`src/motg_map.vh`:
```
`ifndef MOTG_MAP_VH
`define MOTG_MAP_VH

`define MOTG_ADDR_ACTION 12'h627
`define MOTG_ADDR_TRIP 12'h628
`define MOTG_ADDR_LVL1 12'h629
`define MOTG_ADDR_LVL2 12'h62a
`define MOTG_ADDR_DROP 12'h62b
`define MOTG_ADDR_DELAY 12'h62c
`define MOTG_ADDR_FUNC1 12'h402
`define MOTG_ADDR_FUNC2 12'h403
`define MOTG_ADDR_FUNC3 12'h404
`define MOTG_ADDR_STATUS 12'h700
`define MOTG_ADDR_ENABLE 12'h701
`define MOTG_ADDR_CLEAR 12'h702
`define MOTG_ADDR_STATE 12'h703

`define MOTG_RST_ACTION 2'h0
`define MOTG_RST_TRIP 16'h01f4
`define MOTG_RST_LVL1 16'h1388
`define MOTG_RST_LVL2 16'h1b58
`define MOTG_RST_DROP 16'h0000
`define MOTG_RST_DELAY 16'h003c
`define MOTG_RST_FUNC 16'h0000

`define MOTG_ACT_RUN 2'h0
`define MOTG_ACT_RAMP 2'h1
`define MOTG_ACT_COAST 2'h2
`define MOTG_ACT_NONE 2'h3

`define MOTG_FUNC_PTC 16'h0006
`define MOTG_FUNC_RTD 16'h000b

`define MOTG_PCT_TO_MV 16'h000a
`define MOTG_SEC_NS 64'd1000000000
`define MOTG_CLK_NS 64'd20

`define MOTG_ST_WARN1 0
`define MOTG_ST_FAULT2 1
`define MOTG_ST_PTC 2
`define MOTG_ST_DROP 3
`define MOTG_ST_W 4

`endif

```
`src/motg_tick.v`:
```
`timescale 1ns/1ps
`include "motg_map.vh"
module motg_tick #(
   parameter DIV = 50000000
) (
   clk,
   arst_n,
   clr,
   tick
);
   input wire clk;
   input wire arst_n;
   input wire clr;
   output reg tick;

   reg [31:0] cnt_reg;

   // Prescaler restarts with the timer so a delay never runs short by a part second
   always @(posedge clk or negedge arst_n) begin
      if (!arst_n) begin
         cnt_reg <= 32'h0;
         tick <= 1'b0;
      end else if (clr) begin
         cnt_reg <= 32'h0;
         tick <= 1'b0;
      end else if (cnt_reg == DIV - 1) begin
         cnt_reg <= 32'h0;
         tick <= 1'b1;
      end else begin
         cnt_reg <= cnt_reg + 32'h1;
         tick <= 1'b0;
      end
   end
endmodule

```
`src/motg_delay.v`:
```
`timescale 1ns/1ps
`include "motg_map.vh"
module motg_delay #(
   parameter DIV = 50000000
) (
   clk,
   arst_n,
   restart,
   delay_sec,
   done
);
   input wire clk;
   input wire arst_n;
   input wire restart;
   input wire [15:0] delay_sec;
   output wire done;

   wire tick;
   reg [15:0] sec_reg;

   motg_tick #(.DIV(DIV)) i_motg_tick (
      .clk(clk),
      .arst_n(arst_n),
      .clr(restart),
      .tick(tick)
   );

   always @(posedge clk or negedge arst_n) begin
      if (!arst_n) begin
         sec_reg <= 16'h0;
      end else if (restart) begin
         sec_reg <= 16'h0;
      end else if (tick && !done) begin
         sec_reg <= sec_reg + 16'h1;
      end
   end

   assign done = (sec_reg >= delay_sec) && !restart;
endmodule

```
`src/motg_top.v`:
```
// Function
// - Action code 0 run,1 ramp,2 coast,3 silent
// - Thermistor mode needs code 6, level above zero
// - Resistance-sensor mode selected by code 11
// - Trip level 0-100.0 percent, reset 50.0
// - Level one crossing raises overheat warning
// - Level two crossing faults at once
// - Delay expiry overrides output with drop frequency
// - Drop zero picks thermistor, nonzero resistance sensor
// - Treatment delay 0-6000 s, reset 60
// - Override released after delay again, or at once on leaving resistance-sensor mode
// - Action code ignores level one warnings
`timescale 1ns/1ps
`include "motg_map.vh"
module motg_top #(
   parameter SEC_CYCLES = `MOTG_SEC_NS / `MOTG_CLK_NS
) (
   clk,
   arst_n,
   reg_addr,
   reg_wdata,
   reg_wr,
   reg_rd,
   reg_rdata,
   ai1_mv,
   ai2_mv,
   ai3_mv,
   sample_valid,
   freq_override,
   override_freq,
   overheat_warn,
   overheat_fault,
   ramp_stop,
   coast_stop,
   irq
);
   input wire clk;
   input wire arst_n;
   input wire [11:0] reg_addr;
   input wire [15:0] reg_wdata;
   input wire reg_wr;
   input wire reg_rd;
   output reg [15:0] reg_rdata;
   input wire [15:0] ai1_mv;
   input wire [15:0] ai2_mv;
   input wire [15:0] ai3_mv;
   input wire sample_valid;
   output wire freq_override;
   output reg [15:0] override_freq;
   output reg overheat_warn;
   output reg overheat_fault;
   output reg ramp_stop;
   output reg coast_stop;
   output wire irq;

   localparam S_IDLE = 2'h0;
   localparam S_ARM = 2'h1;
   localparam S_DROP = 2'h2;
   localparam S_REL = 2'h3;

   reg [1:0] action_reg;
   reg [15:0] trip_reg;
   reg [15:0] lvl1_reg;
   reg [15:0] lvl2_reg;
   reg [15:0] drop_reg;
   reg [15:0] delay_reg;
   reg [15:0] func1_reg;
   reg [15:0] func2_reg;
   reg [15:0] func3_reg;
   reg [`MOTG_ST_W-1:0] status_reg;
   reg [`MOTG_ST_W-1:0] status_next;
   reg [`MOTG_ST_W-1:0] enable_reg;
   reg [1:0] state_reg;
   reg [1:0] state_next;
   reg above1_reg;
   reg above2_reg;
   reg ptc_over_reg;
   reg warn1_reg;
   reg fault2_reg;
   reg ptc_fault_reg;
   reg rd_sel_reg;
   reg [15:0] rd_word_reg;
   reg restart;
   reg [15:0] rd_word;

   wire timer_done;
   wire [15:0] ptc_mv;
   wire [15:0] rtd_mv;
   wire ptc_mode;
   wire rtd_mode;
   wire [`MOTG_ST_W-1:0] events;
   wire [`MOTG_ST_W-1:0] clr_bits;

   // Lowest-numbered input wins if software selects the same code twice
   function [15:0] pick;
      input [15:0] f1;
      input [15:0] f2;
      input [15:0] f3;
      input [15:0] code;
      input [15:0] s1;
      input [15:0] s2;
      input [15:0] s3;
      begin
         if (f1 == code) begin
            pick = s1;
         end else if (f2 == code) begin
            pick = s2;
         end else if (f3 == code) begin
            pick = s3;
         end else begin
            pick = 16'h0;
         end
      end
   endfunction

   function has_code;
      input [15:0] f1;
      input [15:0] f2;
      input [15:0] f3;
      input [15:0] code;
      begin
         has_code = (f1 == code) || (f2 == code) || (f3 == code);
      end
   endfunction

   // Trip level is in 0.1 percent steps; one step equals 10 mV of full scale
   function [31:0] pct_mv;
      input [15:0] pct;
      begin
         pct_mv = pct * `MOTG_PCT_TO_MV;
      end
   endfunction

   assign ptc_mode = has_code(func1_reg, func2_reg, func3_reg, `MOTG_FUNC_PTC) && (trip_reg != 16'h0)
                     && (drop_reg == 16'h0);
   assign rtd_mode = has_code(func1_reg, func2_reg, func3_reg, `MOTG_FUNC_RTD)
                     && (drop_reg != 16'h0);
   assign ptc_mv = pick(func1_reg, func2_reg, func3_reg, `MOTG_FUNC_PTC, ai1_mv, ai2_mv, ai3_mv);
   assign rtd_mv = pick(func1_reg, func2_reg, func3_reg, `MOTG_FUNC_RTD, ai1_mv, ai2_mv, ai3_mv);

   // Comparisons only rise on a fresh sample; leaving the sensor mode clears them at once
   always @(posedge clk or negedge arst_n) begin
      if (!arst_n) begin
         above1_reg <= 1'b0;
         above2_reg <= 1'b0;
         ptc_over_reg <= 1'b0;
      end else if (sample_valid) begin
         above1_reg <= rtd_mode && (rtd_mv >= lvl1_reg);
         above2_reg <= rtd_mode && (rtd_mv >= lvl2_reg);
         ptc_over_reg <= ptc_mode && ({16'h0, ptc_mv} >= pct_mv(trip_reg));
      end else begin
         above1_reg <= above1_reg && rtd_mode;
         above2_reg <= above2_reg && rtd_mode;
         ptc_over_reg <= ptc_over_reg && ptc_mode;
      end
   end

   // Delay sequencer for the level one frequency drop
   always @* begin
      state_next = state_reg;
      restart = 1'b0;
      case (state_reg)
         S_IDLE: begin
            if (above1_reg) begin
               state_next = S_ARM;
               restart = 1'b1;
            end
         end
         S_ARM: begin
            if (!above1_reg) begin
               state_next = S_IDLE;
            end else if (timer_done) begin
               state_next = S_DROP;
            end
         end
         S_DROP: begin
            if (!above1_reg) begin
               state_next = S_REL;
               restart = 1'b1;
            end
         end
         S_REL: begin
            if (above1_reg) begin
               state_next = S_DROP;
            end else if (timer_done) begin
               state_next = S_IDLE;
            end
         end
         default: begin
            state_next = S_IDLE;
         end
      endcase
      if (!rtd_mode) begin
         state_next = S_IDLE;
         restart = 1'b0;
      end
   end

   motg_delay #(.DIV(SEC_CYCLES)) i_motg_delay (
      .clk(clk),
      .arst_n(arst_n),
      .restart(restart),
      .delay_sec(delay_reg),
      .done(timer_done)
   );

   always @(posedge clk or negedge arst_n) begin
      if (!arst_n) begin
         state_reg <= S_IDLE;
      end else begin
         state_reg <= state_next;
      end
   end

   // Override stays through the cooling delay
   assign freq_override = (state_reg == S_DROP) || (state_reg == S_REL);

   // Action outputs; level one warning bypasses the action code
   always @(posedge clk or negedge arst_n) begin
      if (!arst_n) begin
         warn1_reg <= 1'b0;
         fault2_reg <= 1'b0;
         ptc_fault_reg <= 1'b0;
         overheat_warn <= 1'b0;
         overheat_fault <= 1'b0;
         ramp_stop <= 1'b0;
         coast_stop <= 1'b0;
         override_freq <= 16'h0;
      end else begin
         warn1_reg <= above1_reg;
         fault2_reg <= above2_reg && (action_reg != `MOTG_ACT_NONE);
         ptc_fault_reg <= ptc_over_reg && (action_reg != `MOTG_ACT_NONE);
         overheat_warn <= above1_reg || ((above2_reg || ptc_over_reg) && (action_reg != `MOTG_ACT_NONE));
         overheat_fault <= (above2_reg || ptc_over_reg) && (action_reg != `MOTG_ACT_NONE) &&
                           (action_reg != `MOTG_ACT_RUN);
         ramp_stop <= (above2_reg || ptc_over_reg) && (action_reg == `MOTG_ACT_RAMP);
         coast_stop <= (above2_reg || ptc_over_reg) && (action_reg == `MOTG_ACT_COAST);
         override_freq <= freq_override ? drop_reg : 16'h0;
      end
   end

   // Events are rising edges of the conditions
   assign events[`MOTG_ST_WARN1] = above1_reg && !warn1_reg;
   assign events[`MOTG_ST_FAULT2] = above2_reg && (action_reg != `MOTG_ACT_NONE) && !fault2_reg;
   assign events[`MOTG_ST_PTC] = ptc_over_reg && (action_reg != `MOTG_ACT_NONE) && !ptc_fault_reg;
   assign events[`MOTG_ST_DROP] = (state_next == S_DROP) && (state_reg == S_ARM);
   assign clr_bits = (reg_wr && (reg_addr == `MOTG_ADDR_CLEAR)) ? reg_wdata[`MOTG_ST_W-1:0] :
                     {`MOTG_ST_W{1'b0}};

   // Set beats clear in the same cycle so no event is lost
   always @* begin
      status_next = (status_reg & ~clr_bits) | events;
   end

   assign irq = |(status_reg & enable_reg);

   // Register writes; fields narrower than 16 bits keep the low bits only
   always @(posedge clk or negedge arst_n) begin
      if (!arst_n) begin
         action_reg <= `MOTG_RST_ACTION;
         trip_reg <= `MOTG_RST_TRIP;
         lvl1_reg <= `MOTG_RST_LVL1;
         lvl2_reg <= `MOTG_RST_LVL2;
         drop_reg <= `MOTG_RST_DROP;
         delay_reg <= `MOTG_RST_DELAY;
         func1_reg <= `MOTG_RST_FUNC;
         func2_reg <= `MOTG_RST_FUNC;
         func3_reg <= `MOTG_RST_FUNC;
         enable_reg <= {`MOTG_ST_W{1'b0}};
         status_reg <= {`MOTG_ST_W{1'b0}};
      end else begin
         status_reg <= status_next;
         if (reg_wr) begin
            case (reg_addr)
               `MOTG_ADDR_ACTION: action_reg <= reg_wdata[1:0];
               `MOTG_ADDR_TRIP: trip_reg <= reg_wdata;
               `MOTG_ADDR_LVL1: lvl1_reg <= reg_wdata;
               `MOTG_ADDR_LVL2: lvl2_reg <= reg_wdata;
               `MOTG_ADDR_DROP: drop_reg <= reg_wdata;
               `MOTG_ADDR_DELAY: delay_reg <= reg_wdata;
               `MOTG_ADDR_FUNC1: func1_reg <= reg_wdata;
               `MOTG_ADDR_FUNC2: func2_reg <= reg_wdata;
               `MOTG_ADDR_FUNC3: func3_reg <= reg_wdata;
               `MOTG_ADDR_ENABLE: enable_reg <= reg_wdata[`MOTG_ST_W-1:0];
               default: begin
               end
            endcase
         end
      end
   end

   always @* begin
      case (reg_addr)
         `MOTG_ADDR_ACTION: rd_word = {14'h0, action_reg};
         `MOTG_ADDR_TRIP: rd_word = trip_reg;
         `MOTG_ADDR_LVL1: rd_word = lvl1_reg;
         `MOTG_ADDR_LVL2: rd_word = lvl2_reg;
         `MOTG_ADDR_DROP: rd_word = drop_reg;
         `MOTG_ADDR_DELAY: rd_word = delay_reg;
         `MOTG_ADDR_FUNC1: rd_word = func1_reg;
         `MOTG_ADDR_FUNC2: rd_word = func2_reg;
         `MOTG_ADDR_FUNC3: rd_word = func3_reg;
         `MOTG_ADDR_STATUS: rd_word = {12'h0, status_reg};
         `MOTG_ADDR_ENABLE: rd_word = {12'h0, enable_reg};
         `MOTG_ADDR_STATE: rd_word = {10'h0, state_reg, above2_reg, above1_reg, ptc_over_reg, freq_override};
         default: rd_word = 16'h0;
      endcase
   end

   // Read data only stands in the cycle after the strobe
   always @(posedge clk or negedge arst_n) begin
      if (!arst_n) begin
         rd_sel_reg <= 1'b0;
         rd_word_reg <= 16'h0;
      end else begin
         rd_sel_reg <= reg_rd;
         rd_word_reg <= reg_rd ? rd_word : 16'h0;
      end
   end

   always @* begin
      reg_rdata = rd_sel_reg ? rd_word_reg : 16'h0;
   end
endmodule

```
`config.mk`:
```
export PLATFORM = sky130hd
export DESIGN_NAME = motg_top
export DESIGN_NICKNAME = d
export VERILOG_FILES = /design/src/motg_tick.v /design/src/motg_delay.v /design/src/motg_top.v
export VERILOG_INCLUDE_DIRS = /design/src
export SDC_FILE = /design/constraint.sdc
export NUM_CORES = 1
export LEC_CHECK = 0
export BUFFER_PORTS_ARGS = -buffer_cell sky130_fd_sc_hd__buf_2
export CAP_MARGIN = 20
export CORE_MARGIN = 2
export CORE_UTILIZATION = 55
export CTS_CLUSTER_DIAMETER = 150
export DETAILED_ROUTE_END_ITERATION = 12
export PLACE_DENSITY = 0.75
export SYNTH_ARGS = -nofsm -noshare
export SYNTH_HDL_FRONTEND = slang
export SYNTH_SLANG_ARGS = --single-unit
export TNS_END_PERCENT = 100
```
`constraint.sdc`:
```
create_clock -name clk -period 4.78 [get_ports clk]
set_input_delay 0.956 -clock clk [delete_from_list [all_inputs] [get_ports clk]]
set_output_delay 0.956 -clock clk [all_outputs]
set_load 0.01 [all_outputs]
```
# Yosys cells after proc, flatten, opt, wreduce, memory -nomap -nowiden
# Cells that the tools add are included.
[op_classes] n_addsub=2 multipliers=1 n_lt_le_gt_ge=4 eq_ne=27 mux=32 bitwise=4 reduce_logical=51
[ops] cell="$pmux 16 s12" n=1
[ops] cell="$mux 16" n=11
[ops] cell="$eq 12x11->1 const B" n=13
[ops] cell="$mux 32" n=2
[ops] cell="$eq 16x3->1 const B" n=3
[ops] cell="$eq 16x4->1 const B" n=3
[ops] cell="$ge 16x16->1" n=3
[ops] cell="$add 32x1->32 const B" n=1
[ops] cell="$eq 32x26->1 const B" n=1
[ops] cell="$reduce_bool 16->1" n=2
[ops] cell="$logic_and 1x1->1" n=22
[ops] cell="$ge 16x20->1" n=1
[ops] cell="$reduce_and 2->1" n=10
[ops] cell="$mul 16x3->19 const B" n=1
[ops] cell="$add 16x1->16 const B" n=1
[ops] cell="$logic_not 16->1" n=1
[ops] cell="$mux 2" n=7
[ops] cell="$and 4x4->4" n=2
[ops] cell="$eq 2x2->1 const B" n=4
[ops] cell="$mux 1" n=8
[ops] cell="$pmux 2 s4" n=1
[ops] cell="$logic_or 1x1->1" n=7
[ops] cell="$logic_not 1->1" n=5
[ops] cell="$eq 2x1->1 const B" n=2
[ops] cell="other kinds (8)" n=9
[word_totals] ff_bits=232 output_inout_bits=38 word_cells=149

# Logic depth before layout (Yosys ltp)
# Gate-level depths: netlist of run 1.
[logic_depth] ltp_word=14 depth_mapped=17

# Hierarchy
# From an unflattened synthesis of run 1, not the netlist that was laid out.
[hier_totals] cells_unflattened=1343 hier_area_um2=13696.9
[modules_own_cells] module="motg_top" n_inst=1 cells_each=1020 area_per_inst_um2=10635.2
[modules_own_cells] module="motg_tick" n_inst=1 cells_each=177 area_per_inst_um2=1784.2
[modules_own_cells] module="motg_delay" n_inst=1 cells_each=146 area_per_inst_um2=1277.5

# Worst setup path after synthesis of run 1
# No wires, ideal clock.
[synth_path] path_type="register -> register" startpoint="register trip_reg[2]" endpoint="register ptc_over_reg" t_arrival_ns=3.383 slack_ns=1.277 path_stages_with_launch=15 path_buffers=0 period_less_slack_ns=3.503 path_cell_list="dfstp_2 > ha_1 > ha_1 > a21oi_1 > o211ai_1 > o41a_1 > o21ai_0 > a211oi_1 > xnor2_1 > ha_1 > a21oi_1 > o21ai_0 > a2111oi_0 > a21boi_1 > a41o_1"
[synth_between] elab_chain_cells=5 word_cells_on_any_way=8 cone_classes="mul (1); order compare (1); mux (1); reduce/logical (5)"
[synth_lines] item="start, declared" line_no="motg_top.v:62" text="reg [15:0] trip_reg;"
[synth_lines] item="start signal, assigned" line_no="motg_top.v:261" text="trip_reg <= `MOTG_RST_TRIP;"
[synth_lines] item="start signal, assigned" line_no="motg_top.v:276" text="`MOTG_ADDR_TRIP: trip_reg <= reg_wdata;"
[synth_lines] item="branches (longest 4 deep; another with $ge 16x20->1)"
[synth_lines] item="$mux 1 *" line_no="motg_top.v:147" text="end else if (sample_valid) begin"
[synth_lines] item="end signal, assigned" line_no="motg_top.v:150" text="ptc_over_reg <= ptc_mode && ({16'h0, ptc_mv} >= pct_mv(trip_reg));"
[synth_lines] item="end signal, assigned" line_no="motg_top.v:154" text="ptc_over_reg <= ptc_over_reg && ptc_mode;"
[synth_lines] item="end, declared" line_no="motg_top.v:77" text="reg ptc_over_reg;"
# Every way passes the cells marked *.
# A chain may end at the register's enable or synchronous reset.

# Final worst setup path of run 1
[layout_path] startpoint="register func3_reg[5]" endpoint="register ptc_over_reg"
[layout_between] elab_chain_cells=7 word_cells_on_any_way=11 cone_classes="order compare (1); eq/ne (1); mux (4); reduce/logical (5)"
[layout_lines] item="start, declared" line_no="motg_top.v:69" text="reg [15:0] func3_reg;"
[layout_lines] item="start signal, assigned" line_no="motg_top.v:268" text="func3_reg <= `MOTG_RST_FUNC;"
[layout_lines] item="start signal, assigned" line_no="motg_top.v:283" text="`MOTG_ADDR_FUNC3: func3_reg <= reg_wdata;"
[layout_lines] item="$eq 16x3->1 *" line_no="motg_top.v:108, motg_top.v:122"
[layout_lines] item="$mux 16" line_no="motg_top.v:108" text="end else if (f3 == code) begin"
[layout_lines] item="$mux 16" line_no="motg_top.v:106" text="end else if (f2 == code) begin"
[layout_lines] item="$mux 16" line_no="motg_top.v:104" text="if (f1 == code) begin"
[layout_lines] item="$ge 16x20->1" line_no="motg_top.v:150"
[layout_lines] item="$logic_and 1x1->1" line_no="motg_top.v:150"
[layout_lines] item="$mux 1 *" line_no="motg_top.v:147"
# Every way passes the cells marked *; elsewhere a longest branch is shown, timed or not.

==> flow_summary_export.csv, run 1 <==
group,metric,value,unit
critical_path,ff2ff_setup_slack,0.52,ns
min_path,hold_path.class,"flop to flop",
min_path,hold_end,"status_reg[0]",
detailed_routing,ant_nets,0,
synth,ys_seq_area_frac,0.4350,
layout,area_growth,13.70,%
clocking,cts_buffer_depth,3,
critical_path,criticalPathCategory,"flop to flop",
grt,grt_start_max_net_pins,118,
critical_path,path_cells,"nor4b_1 -> nand4_1 -> or4b_1 -> nor3b_1 -> a21oi_1 -> o21ai_0 -> ha_1 -> a211oi_1 -> nor2_1 -> nor3_1 -> nor2_1 -> a2111oi_0 -> a21boi_1 -> a41o_1",
job,timing.max_cap.violations,0,
synth,netlist_area,13410,µm²
synth,syn_inst,1308,
synth,ys_seq_elements,232,
synth,ys_types,73,
critical_path,start_kind,"flop",
timing,drv_slew,0,
die,rows,57,
grt,grt-ovfl-total,0,
place,gp_congestion,0.9266,
timing,fin_tns_setup,0,ns
clocking,clk_latency,0.53,ns
pwr,cellPowerDensity,274.8,nW/µm²
critical_path,cp_num_buf_inv,0,
grt,track_usage,0.2782,
timing,period_share,0.8917,
clocking,h-tree-depth,1,
synth,ys.flop_type,"dfrtp_1",
grt,grt_pass1_vias,10460,
clocking,clkTransAtPathRegs,0.06,ns
detailed_routing,first_pass_iters,6,
clocking,numCtsBuffers,25,
synth,syn_nets,1483,
timing,rsz0062_at_grt,"false",
synth,yosysWarnings,0,
die,start_util,0.5563,
critical_path,critical_path_arrival,4.66,ns
grt,grt_pass1_wl,57.04,mm
synth,synth-async-reset-ratio,1.000,
grt,antenna_found_initial,1,
layout,drive_above_1_share,0.2467,
timing,min_period,4.262,ns
outcome,status,"finished clean",
timing,setup_ws,0.5178,ns
detailed_routing,wire_per_inst,20.20,µm
critical_path,required,5.18,ns
layout,fill_cells,2041,
critical_path,crit_family,"simple AND/OR/NAND/NOR gates",
layout,final_util,0.6325,
clocking,cts_setup_buffers,0,
place,dp_hpwl,25.72,mm
timing,setup_viol,0,
die,die_h,160.1,µm
clocking,cts_sinks,232,
min_path,holdPathStages,1,
place,io_buffers,118,
critical_path,critPathMostFrequentCell,"nor2_1",
timing,worst_pin_slew,1.080,ns
detailed_routing,drtIter0Drc,1008,
place,place_ws,0.6304,ns
synth,postSynthAreaPerCell,10.25,µm²
detailed_routing,vias_per_cell,6.137,
clocking,root_buffer,"clkbuf_16",
detailed_routing,vias,10800,
timing,clock.fmax,234.6,MHz
critical_path,cpPeakStageDelay,0.86,ns
clocking,ctsResizeCount,0,
die,core,24110,µm²
die,fp.dieW,160.1,µm
critical_path,worst-r2r-cell-count,14,
layout,nets,1591,
die,io-pin-count,119,
pwr,ir_worst_vdd,0.0002663,V
detailed_routing,drc,0,
layout,largest_register_ffs,32,
clocking,cts_tree,"yes",
detailed_routing,routed_wl,35.55,mm
critical_path,crit_slowest_cell,"or4b_1",
min_path,min_from,"warn1_reg",
timing,fin_worst_skew,0.01131,ns
critical_path,crit_path_end_kind,"flop",
timing,finalHoldViolations,0,
critical_path,r2r_start,"func3_reg[5]",
synth,synth-edff-count,0,
pwr,power.leakage,7.219,nW
critical_path,reg2reg_to,"ptc_over_reg",
clocking,cts_hold_buf,0,
die,die-area,25640,µm²
timing,max-slew-margin-rel,0.2778,
critical_path,crit_path_max_fanout,17,
==> logic make-up (layout without fill, tap and decap cells) <==
logic type	after synthesis	count (layout)	share of synthesized area
buffers and inverters	124	251	0.03732
DFF	232	232	0.4350
other	0	1	0
adders and majority gates	94	94	0.08827
and+or+nand+nor	407	407	0.1592
xor gates and xnor gates	40	40	0.02613
muxes	139	139	0.1227
AOI/OAI and AO/OA	272	272	0.1314
==> worst max-delay path by stage <==
| stage | from | to | slack (ns) | cells past startpoint |
|---|---|---|---|---|
| final | func3_reg[5] | ptc_over_reg | 0.52 | 14 |
| after global routing | func3_reg[5] | ptc_over_reg | 0.26 | 14 |
| after CTS | func3_reg[5] | ptc_over_reg | 0.63 | 14 |
| after detailed placement | func3_reg[5] | ptc_over_reg | 0.63 | 14 |
| after global placement | func3_reg[5] | ptc_over_reg | 0.86 | 14 |
| after floorplan | trip_reg[2] | ptc_over_reg | 1.28 | 14 |
==> through the flow <==
stage / cells / hold WS, ns / instance area [µm²] / total power [mW]
after CTS: 1759 / 0.4290 / 15240 / 4.219
after global placement: 1713 / 0.4075 / 14360 / 2.172
final: 1760 / 0.4185 / 15250 / 4.190
after floorplan: 1308 / 0.3996 / 13410 / 2.057
after global routing: 1760 / 0.4528 / 15250 / 4.313
after detailed placement: 1713 / 0.4198 / 14360 / 2.174
==> report_power, final <==
group / total (mW) / switching, mW / internal, mW / leakage (nW)
Clock: 2.05 / 0.821 / 1.23 / 0.433
Sequential: 1.98 / 0.00858 / 1.97 / 3.07
Combinational: 0.159 / 0.108 / 0.0511 / 3.72
Total: 4.19 / 0.937 / 3.25 / 7.22
==> cell usage in the layout (no fill, tap or decap), types with 5 or more instances in the layout <==
cell type and count:
a211oi_1 8, a21o_1 16, a21oi_1 66, a221oi_1 5, a222oi_1 17, a22o_1 5, a22oi_1 26, a31oi_1 10
and2_1 37, and3_1 7, and4_1 5, buf_2 117, buf_4 22, clkbuf_16 25, clkinv_2 6, dfrtp_1 210
dfstp_2 22, ha_1 93, inv_1 64, mux2_2 123, mux2i_1 8, mux4_2 8, nand2_1 114, nand2b_1 8
nand3_1 31, nand4_1 22, nor2_1 80, nor2b_1 9, nor3_1 16, nor3b_1 20, nor4_1 16, nor4b_1 6
o21ai_0 78, o31ai_1 12, or3_1 8, or4_1 12, xnor2_1 13, xor2_1 27
==> final cells by class <==
cell class / instances / area (µm²) / area share
multi-input cells: 952 / 7099 / 0.4657
flip-flops and latches: 232 / 5833 / 0.3826
repair buffers: 141 / 785.8 / 0.05154
clock buffers: 29 / 670.6 / 0.04399
well taps: 324 / 405.4 / 0.02659
inverters: 64 / 240.2 / 0.01576
clock inverters: 17 / 209.0 / 0.01371
diodes: 1 / 2.502 / 0.0001641
==> layer usage <==
metal  vias up  part of all wire  global-route usage
met3        89             0.067             0.03143
li1       4996                 -                   -
met1      5294              0.43              0.3983
met2       422              0.46              0.4443
met4         0             0.036             0.09378
met5         -                 0                   0
==> synth_stat cells (26+ instances only) <==
cell | count | share of area
inv_1 | 64 | 0.018
mux2_2 | 123 | 0.10
nand2_1 | 114 | 0.032
a21oi_1 | 66 | 0.025
a22oi_1 | 26 | 0.015
clkbuf_1 | 42 | 0.012
o21ai_0 | 78 | 0.029
dfrtp_1 | 210 | 0.39
nor2_1 | 80 | 0.022
ha_1 | 93 | 0.087
xor2_1 | 27 | 0.018
and2_1 | 37 | 0.017
nand3_1 | 31 | 0.012
==> worst reg2reg max path: cells and delay by family (launching register included) <==
| kind | cells | cell delay (ns) |
|---|---|---|
| and+or+nand+nor | 7 | 2.19 |
| adders and majority gates | 1 | 0.28 |
| AOI/OAI and AO/OA | 6 | 1.27 |
| DFF | 1 | 0.39 |
Note: power is estimated with default switching activity, not from simulation.
==> run 2, diff against run 1 <==
- ABC_AREA: unset -> 1
- GPL_TIMING_DRIVEN: unset -> 0
- PLACE_DENSITY: 0.75 -> 0.74
==> flow_summary_export.csv, run 2 <==
group,metric,value,unit
synth,netlist_area,14530,µm²
clocking,clkTransAtPathRegs,0.06,ns
critical_path,start_kind,"flop",
die,core,25980,µm²
synth,ys_seq_area_frac,0.4014,
clocking,cts_buffer_depth,3,
synth,yosys-top-cells-area,"dfrtp_1 (36%), nand2_1 (13%), ha_1 (8.0%)",
synth,yosysWarnings,0,
critical_path,reg2reg_to,"above1_reg",
detailed_routing,drtIter0Drc,1264,
die,fp.dieW,166.6,µm
grt,grt_pass1_vias,13440,
synth,synth_area_leader_cell,"dfrtp_1",
synth,synth-edff-count,0,
synth,ys.flop_type,"dfrtp_1",
timing,clock.fmax,245.4,MHz
min_path,hold_end,"status_reg[0]",
job,timing.max_cap.violations,0,
layout,area_growth,12.88,%
layout,fill_cells,2364,
layout,drive_above_1_share,0.1263,
synth,ys_seq_elements,232,
synth,netlist_top_cells_count,"nand2_1 (500), inv_1 (264), dfrtp_1 (210)",
detailed_routing,drc,0,
layout,nets,2278,
grt,antenna_found_initial,1,
layout,multi_input_area,7357,µm²
layout,final_common_cell,"nand2_1",
min_path,hold_path.class,"flop to flop",
layout,final_area,16400,µm²
clocking,h-tree-depth,1,
clocking,clk_latency,0.55,ns
die,io-pin-count,119,
grt,grt_start_max_net_pins,118,
die,die_h,166.6,µm
critical_path,ff2ff_setup_slack,0.71,ns
outcome,status,"finished clean",
pwr,ir_worst_vdd,0.0002502,V
timing,rsz0062_at_grt,"false",
critical_path,crit_path_max_fanout,10,
die,die-area,27740,µm²
synth,yosysTopAreaCellShare,0.3616,
grt,track_usage,0.3195,
detailed_routing,wire_per_inst,18.11,µm
timing,setup_viol,0,
clocking,numCtsBuffers,25,
timing,fin_worst_skew,0.02779,ns
clocking,cts_setup_buffers,0,
place,gp_congestion,0.9830,
detailed_routing,ant_nets,0,
critical_path,worst-r2r-cell-count,15,
synth,synth-async-reset-ratio,1.000,
layout,final_cell_mix,"nand2_1 (500), inv_1 (264), dfrtp_1 (210), o21ai_0 (201), nor2_1 (161)",
detailed_routing,first_pass_iters,9,
synth,ys_types,50,
synth,postSynthAreaPerCell,7.426,µm²
timing,whs,0.4237,ns
critical_path,required,5.19,ns
clocking,cts_sinks,232,
layout,largest_register_ffs,32,
timing,worst_pin_slew,1.041,ns
synth,syn_nets,2132,
layout,final-seq-area,5833,µm²
timing,period_share,0.8524,
detailed_routing,routed_wl,44.51,mm
grt,grt-ovfl-total,0,
min_path,min_from,"warn1_reg",
detailed_routing,vias,13860,
timing,finalHoldViolations,0,
grt,grt_pass1_wl,70.85,mm
place,place_area,15590,µm²
die,start_util,0.5593,
pwr,cellPowerDensity,249.8,nW/µm²
min_path,holdPathStages,1,
timing,drv_slew,0,
critical_path,crit_path_end_kind,"flop",
critical_path,r2r_start,"func3_reg[12]",
place,io_buffers,118,
synth,yosysMostFrequentCell,"nand2_1",
synth,syn_inst,1957,
clocking,root_buffer,"clkbuf_16",
clocking,cts_tree,"yes",
timing,max-slew-margin-rel,0.2982,
detailed_routing,vias_per_cell,5.639,
timing,min_period,4.075,ns
clocking,cts_hold_buf,0,
pwr,power.leakage,8.582,nW
clocking,ctsResizeCount,0,
die,rows,59,
critical_path,criticalPathCategory,"flop to flop",
place,dp_hpwl,35.03,mm
critical_path,critical_path_arrival,4.49,ns
layout,final_util,0.6313,
-- run 2: metrics by stage --
step | instances | setup slack, ns | power [mW] | TNS, ns
finish | 2458 | 0.7053 | 4.098 | 0
global route | 2457 | 0.4566 | 4.204 | 0
CTS | 2457 | 0.7846 | 4.099 | 0
detailed placement | 2411 | 0.8566 | 2.182 | 0
global placement | 2410 | -1.263 | 2.177 | -261.77
floorplan | 1957 | 2.004 | 2.064 | 0
-- run 2: cell type report --
type	count	area share
inverters	276	0.06361
multi-input cells	1390	0.4485
well taps	335	0.02555
repair buffers	119	0.03829
flip-flops and latches	232	0.3556
plain buffers	59	0.01869
clock inverters	8	0.006712
clock buffers	38	0.04294
diodes	1	0.0001525
-- run 2: worst max-delay path by stage --
stage	cells after the start	end	startpoint	slack [ns]
after floorplan	18	ptc_over_reg	trip_reg[5]	2.00
after global placement	1	i_motg_delay.i_motg_tick.cnt_reg[17]	arst_n	-1.26
after detailed placement	15	above1_reg	func3_reg[12]	0.86
after CTS	15	above1_reg	func3_reg[12]	0.78
after global routing	15	above1_reg	func3_reg[12]	0.46
final	15	above1_reg	func3_reg[12]	0.71
-- run 2: routing by layer --
| metal | part of all wire | global-route usage |
|---|---|---|
| met5 | 0 | 0 |
| met4 | 0.048 | 0.1394 |
| met3 | 0.076 | 0.04848 |
| met2 | 0.46 | 0.5257 |
| met1 | 0.41 | 0.4217 |
-- run 2: logic make-up after synthesis --
logic type	count (synthesis)	share of synthesized area
simple gates	906	0.2740
compound gates	358	0.1310
fa+ha+maj	94	0.08145
flops	232	0.4014
xor+xnor	32	0.01929
buf+inv	335	0.09290
-- run 2: report_power, final --
group,leakage [nW],internal [mW],switching [mW]
Combinational,5.07,0.0459,0.125
Clock,0.392,1.13,0.819
Sequential,3.12,1.97,0.00587
-- run 2: critical path: stages, from the launching register on --
cell and delay [ns]:
dfrtp_1 0.40, nor2_1 0.16, nand3_1 0.08, nor2_1 0.46
nand2_1 0.36, inv_1 0.26, buf_2 0.27, nand3_1 0.10
a21oi_1 0.49, ha_1 0.36, a21oi_1 0.14, o21ai_0 0.09
a21oi_1 0.17, nand4_1 0.32, o211ai_1 0.20, inv_1 0.07
==> run 3, diff against run 2 <==
- CORE_UTILIZATION: 55 -> 30
- PLACE_DENSITY: 0.74 -> 0.52
- SKIP_LAST_GASP: unset -> 1
==> flow_summary_export.csv, run 3 (synthesis gave the netlist of run 2 again) <==
group,metric,value,unit
outcome,status,"finished clean",
critical_path,crit_path_max_fanout,10,
timing,fin_worst_skew,0.02495,ns
clocking,root_buffer,"clkbuf_16",
clocking,clk_latency,0.56,ns
critical_path,critPathMostFrequentCell,"nand3_1",
layout,area_growth,15.78,%
grt,antenna_found_initial,1,
layout,final_cell_mix,"nand2_1 (500), inv_1 (264), dfrtp_1 (210), o21ai_0 (201), nor2_1 (161)",
die,core,47750,µm²
detailed_routing,vias_per_cell,5.003,
detailed_routing,vias,13710,
detailed_routing,routed_wl,49.47,mm
critical_path,path_cells,"nor2_1 -> nand3_1 -> nor2_1 -> nand2_1 -> inv_1 -> buf_2 -> nand3_1 -> a22oi_1 -> ha_1 -> nand2_1 -> inv_1 -> nand3_1 -> nor3_1 -> nand3_1 -> nand4_1 -> o211ai_1 -> inv_1",
grt,grt_start_max_net_pins,102,
place,dp_hpwl,38.64,mm
die,start_util,0.3044,
die,fp.dieW,224.1,µm
pwr,ir_worst_vdd,0.0002385,V
layout,largest_register_ffs,32,
clocking,cts_tree,"yes",
clocking,numCtsBuffers,26,
critical_path,ff2ff_setup_slack,1.01,ns
critical_path,start_kind,"flop",
clocking,cts_buffer_depth,3,
detailed_routing,ant_nets,0,
timing,fin_tns_setup,0,ns
detailed_routing,wire_per_inst,18.05,µm
critical_path,crit_path_end_kind,"flop",
timing,clock.fmax,265.1,MHz
job,timing.max_cap.violations,0,
timing,setup_ws,1.008,ns
place,dp.cells,2693,
critical_path,cpPeakStageDelay,0.47,ns
critical_path,critical_path_arrival,4.26,ns
pwr,power.leakage,8.630,nW
layout,diodes,0,
timing,rsz0062_at_grt,"false",
grt,grt_pass1_vias,13280,
place,io_buffers,118,
grt,grt-ovfl-total,0,
critical_path,criticalPathCategory,"flop to flop",
grt,track_usage,0.1957,
timing,setup_viol,0,
critical_path,required,5.26,ns
timing,worst_pin_slew,0.9387,ns
timing,finalHoldViolations,0,
timing,drv_slew,0,
clocking,ctsResizeCount,0,
pwr,cellPowerDensity,248.6,nW/µm²
detailed_routing,drtIter0Drc,1088,
place,gp_congestion,0.8950,
place,place_ws,1.092,ns
critical_path,cp_num_buf_inv,4,
critical_path,crit_family,"simple AND/OR/NAND/NOR gates",
grt,grt_pass1_wl,75.99,mm
layout,drive_above_1_share,0.1303,
layout,final_cells,2741,
clocking,cts_sinks,232,
layout,fill_cells,5126,
min_path,hold_path.class,"input pin to async pin",
clocking,cts_hold_buf,0,
die,io-pin-count,119,
timing,min_period,3.772,ns
die,rows,80,
clocking,h-tree-depth,1,
timing,period_share,0.7890,
die,die_h,224.1,µm
layout,nets,2281,
layout,final_common_cell,"nand2_1",
clocking,clkTransAtPathRegs,0.06,ns
detailed_routing,first_pass_iters,5,
detailed_routing,drc,0,
timing,max-slew-margin-rel,0.3742,
critical_path,crit_slowest_cell,"nor2_1",
clocking,cts_setup_buffers,0,
die,die-area,50220,µm²
==> run 3: worst reg2reg max path: cells and delay by family, from the launching register on <==
kind	cells	cell delay, ns
buffers and inverters	4	0.65
AOI/OAI and AO/OA	2	0.47
DFF	1	0.40
and+or+nand+nor	10	1.96
adders and majority gates	1	0.21
==> run 3: layout make-up <==
cell class | instances | area (µm²) | area share
tap | 615 | 769.5 | 0.04573
inverter | 276 | 1044 | 0.06202
clock buffer | 33 | 696.9 | 0.04142
clock inverter | 15 | 156.4 | 0.009295
timing repair buffer | 121 | 663.1 | 0.03941
multi-input combinational | 1390 | 7357 | 0.4372
buffer | 59 | 306.5 | 0.01822
sequential | 232 | 5833 | 0.3467
==> run 3: path summary, 6_finish.rpt <==
check                         startpoint                             endpoint  cells after the start
max in group asynchronous         arst_n                          trip_reg[7]                      3
max                        func3_reg[15]                           above2_reg                     17
min                               arst_n  i_motg_delay.i_motg_tick.cnt_reg[0]                      1
min in group clk               warn1_reg                        status_reg[0]                      1
min reg2reg                    warn1_reg                        status_reg[0]                      1
max reg2reg                func3_reg[15]                           above2_reg                     17
==> run 3: metal layers <==
layer | vias to the layer above | share of wire | global-route usage
li1 | 6670 | - | -
met1 | 6590 | 0.44 | 0.2611
met2 | 385 | 0.47 | 0.3325
met3 | 69 | 0.052 | 0.01967
met4 | 0 | 0.029 | 0.06366
met5 | - | 0 | 0
==> run 3: report_power, final <==
group	internal [mW]	switching, mW
clock network	1.15	0.869
registers	1.97	0.00569
logic	0.0482	0.136
total	3.17	1.01
==> run 3: through the flow <==
step | total power [mW] | area (µm²) | util | hold slack (ns)
after floorplan | 2.064 | 14530 | - | 0.3996
after global placement | 2.192 | 15890 | 0.3329 | 0.4101
after detailed placement | 2.199 | 15970 | 0.3345 | 0.4108
after CTS | 4.232 | 16830 | 0.3524 | 0.2856
after global routing | 4.329 | 16830 | 0.3524 | 0.2972
final | 4.182 | 16830 | 0.3524 | 0.2912
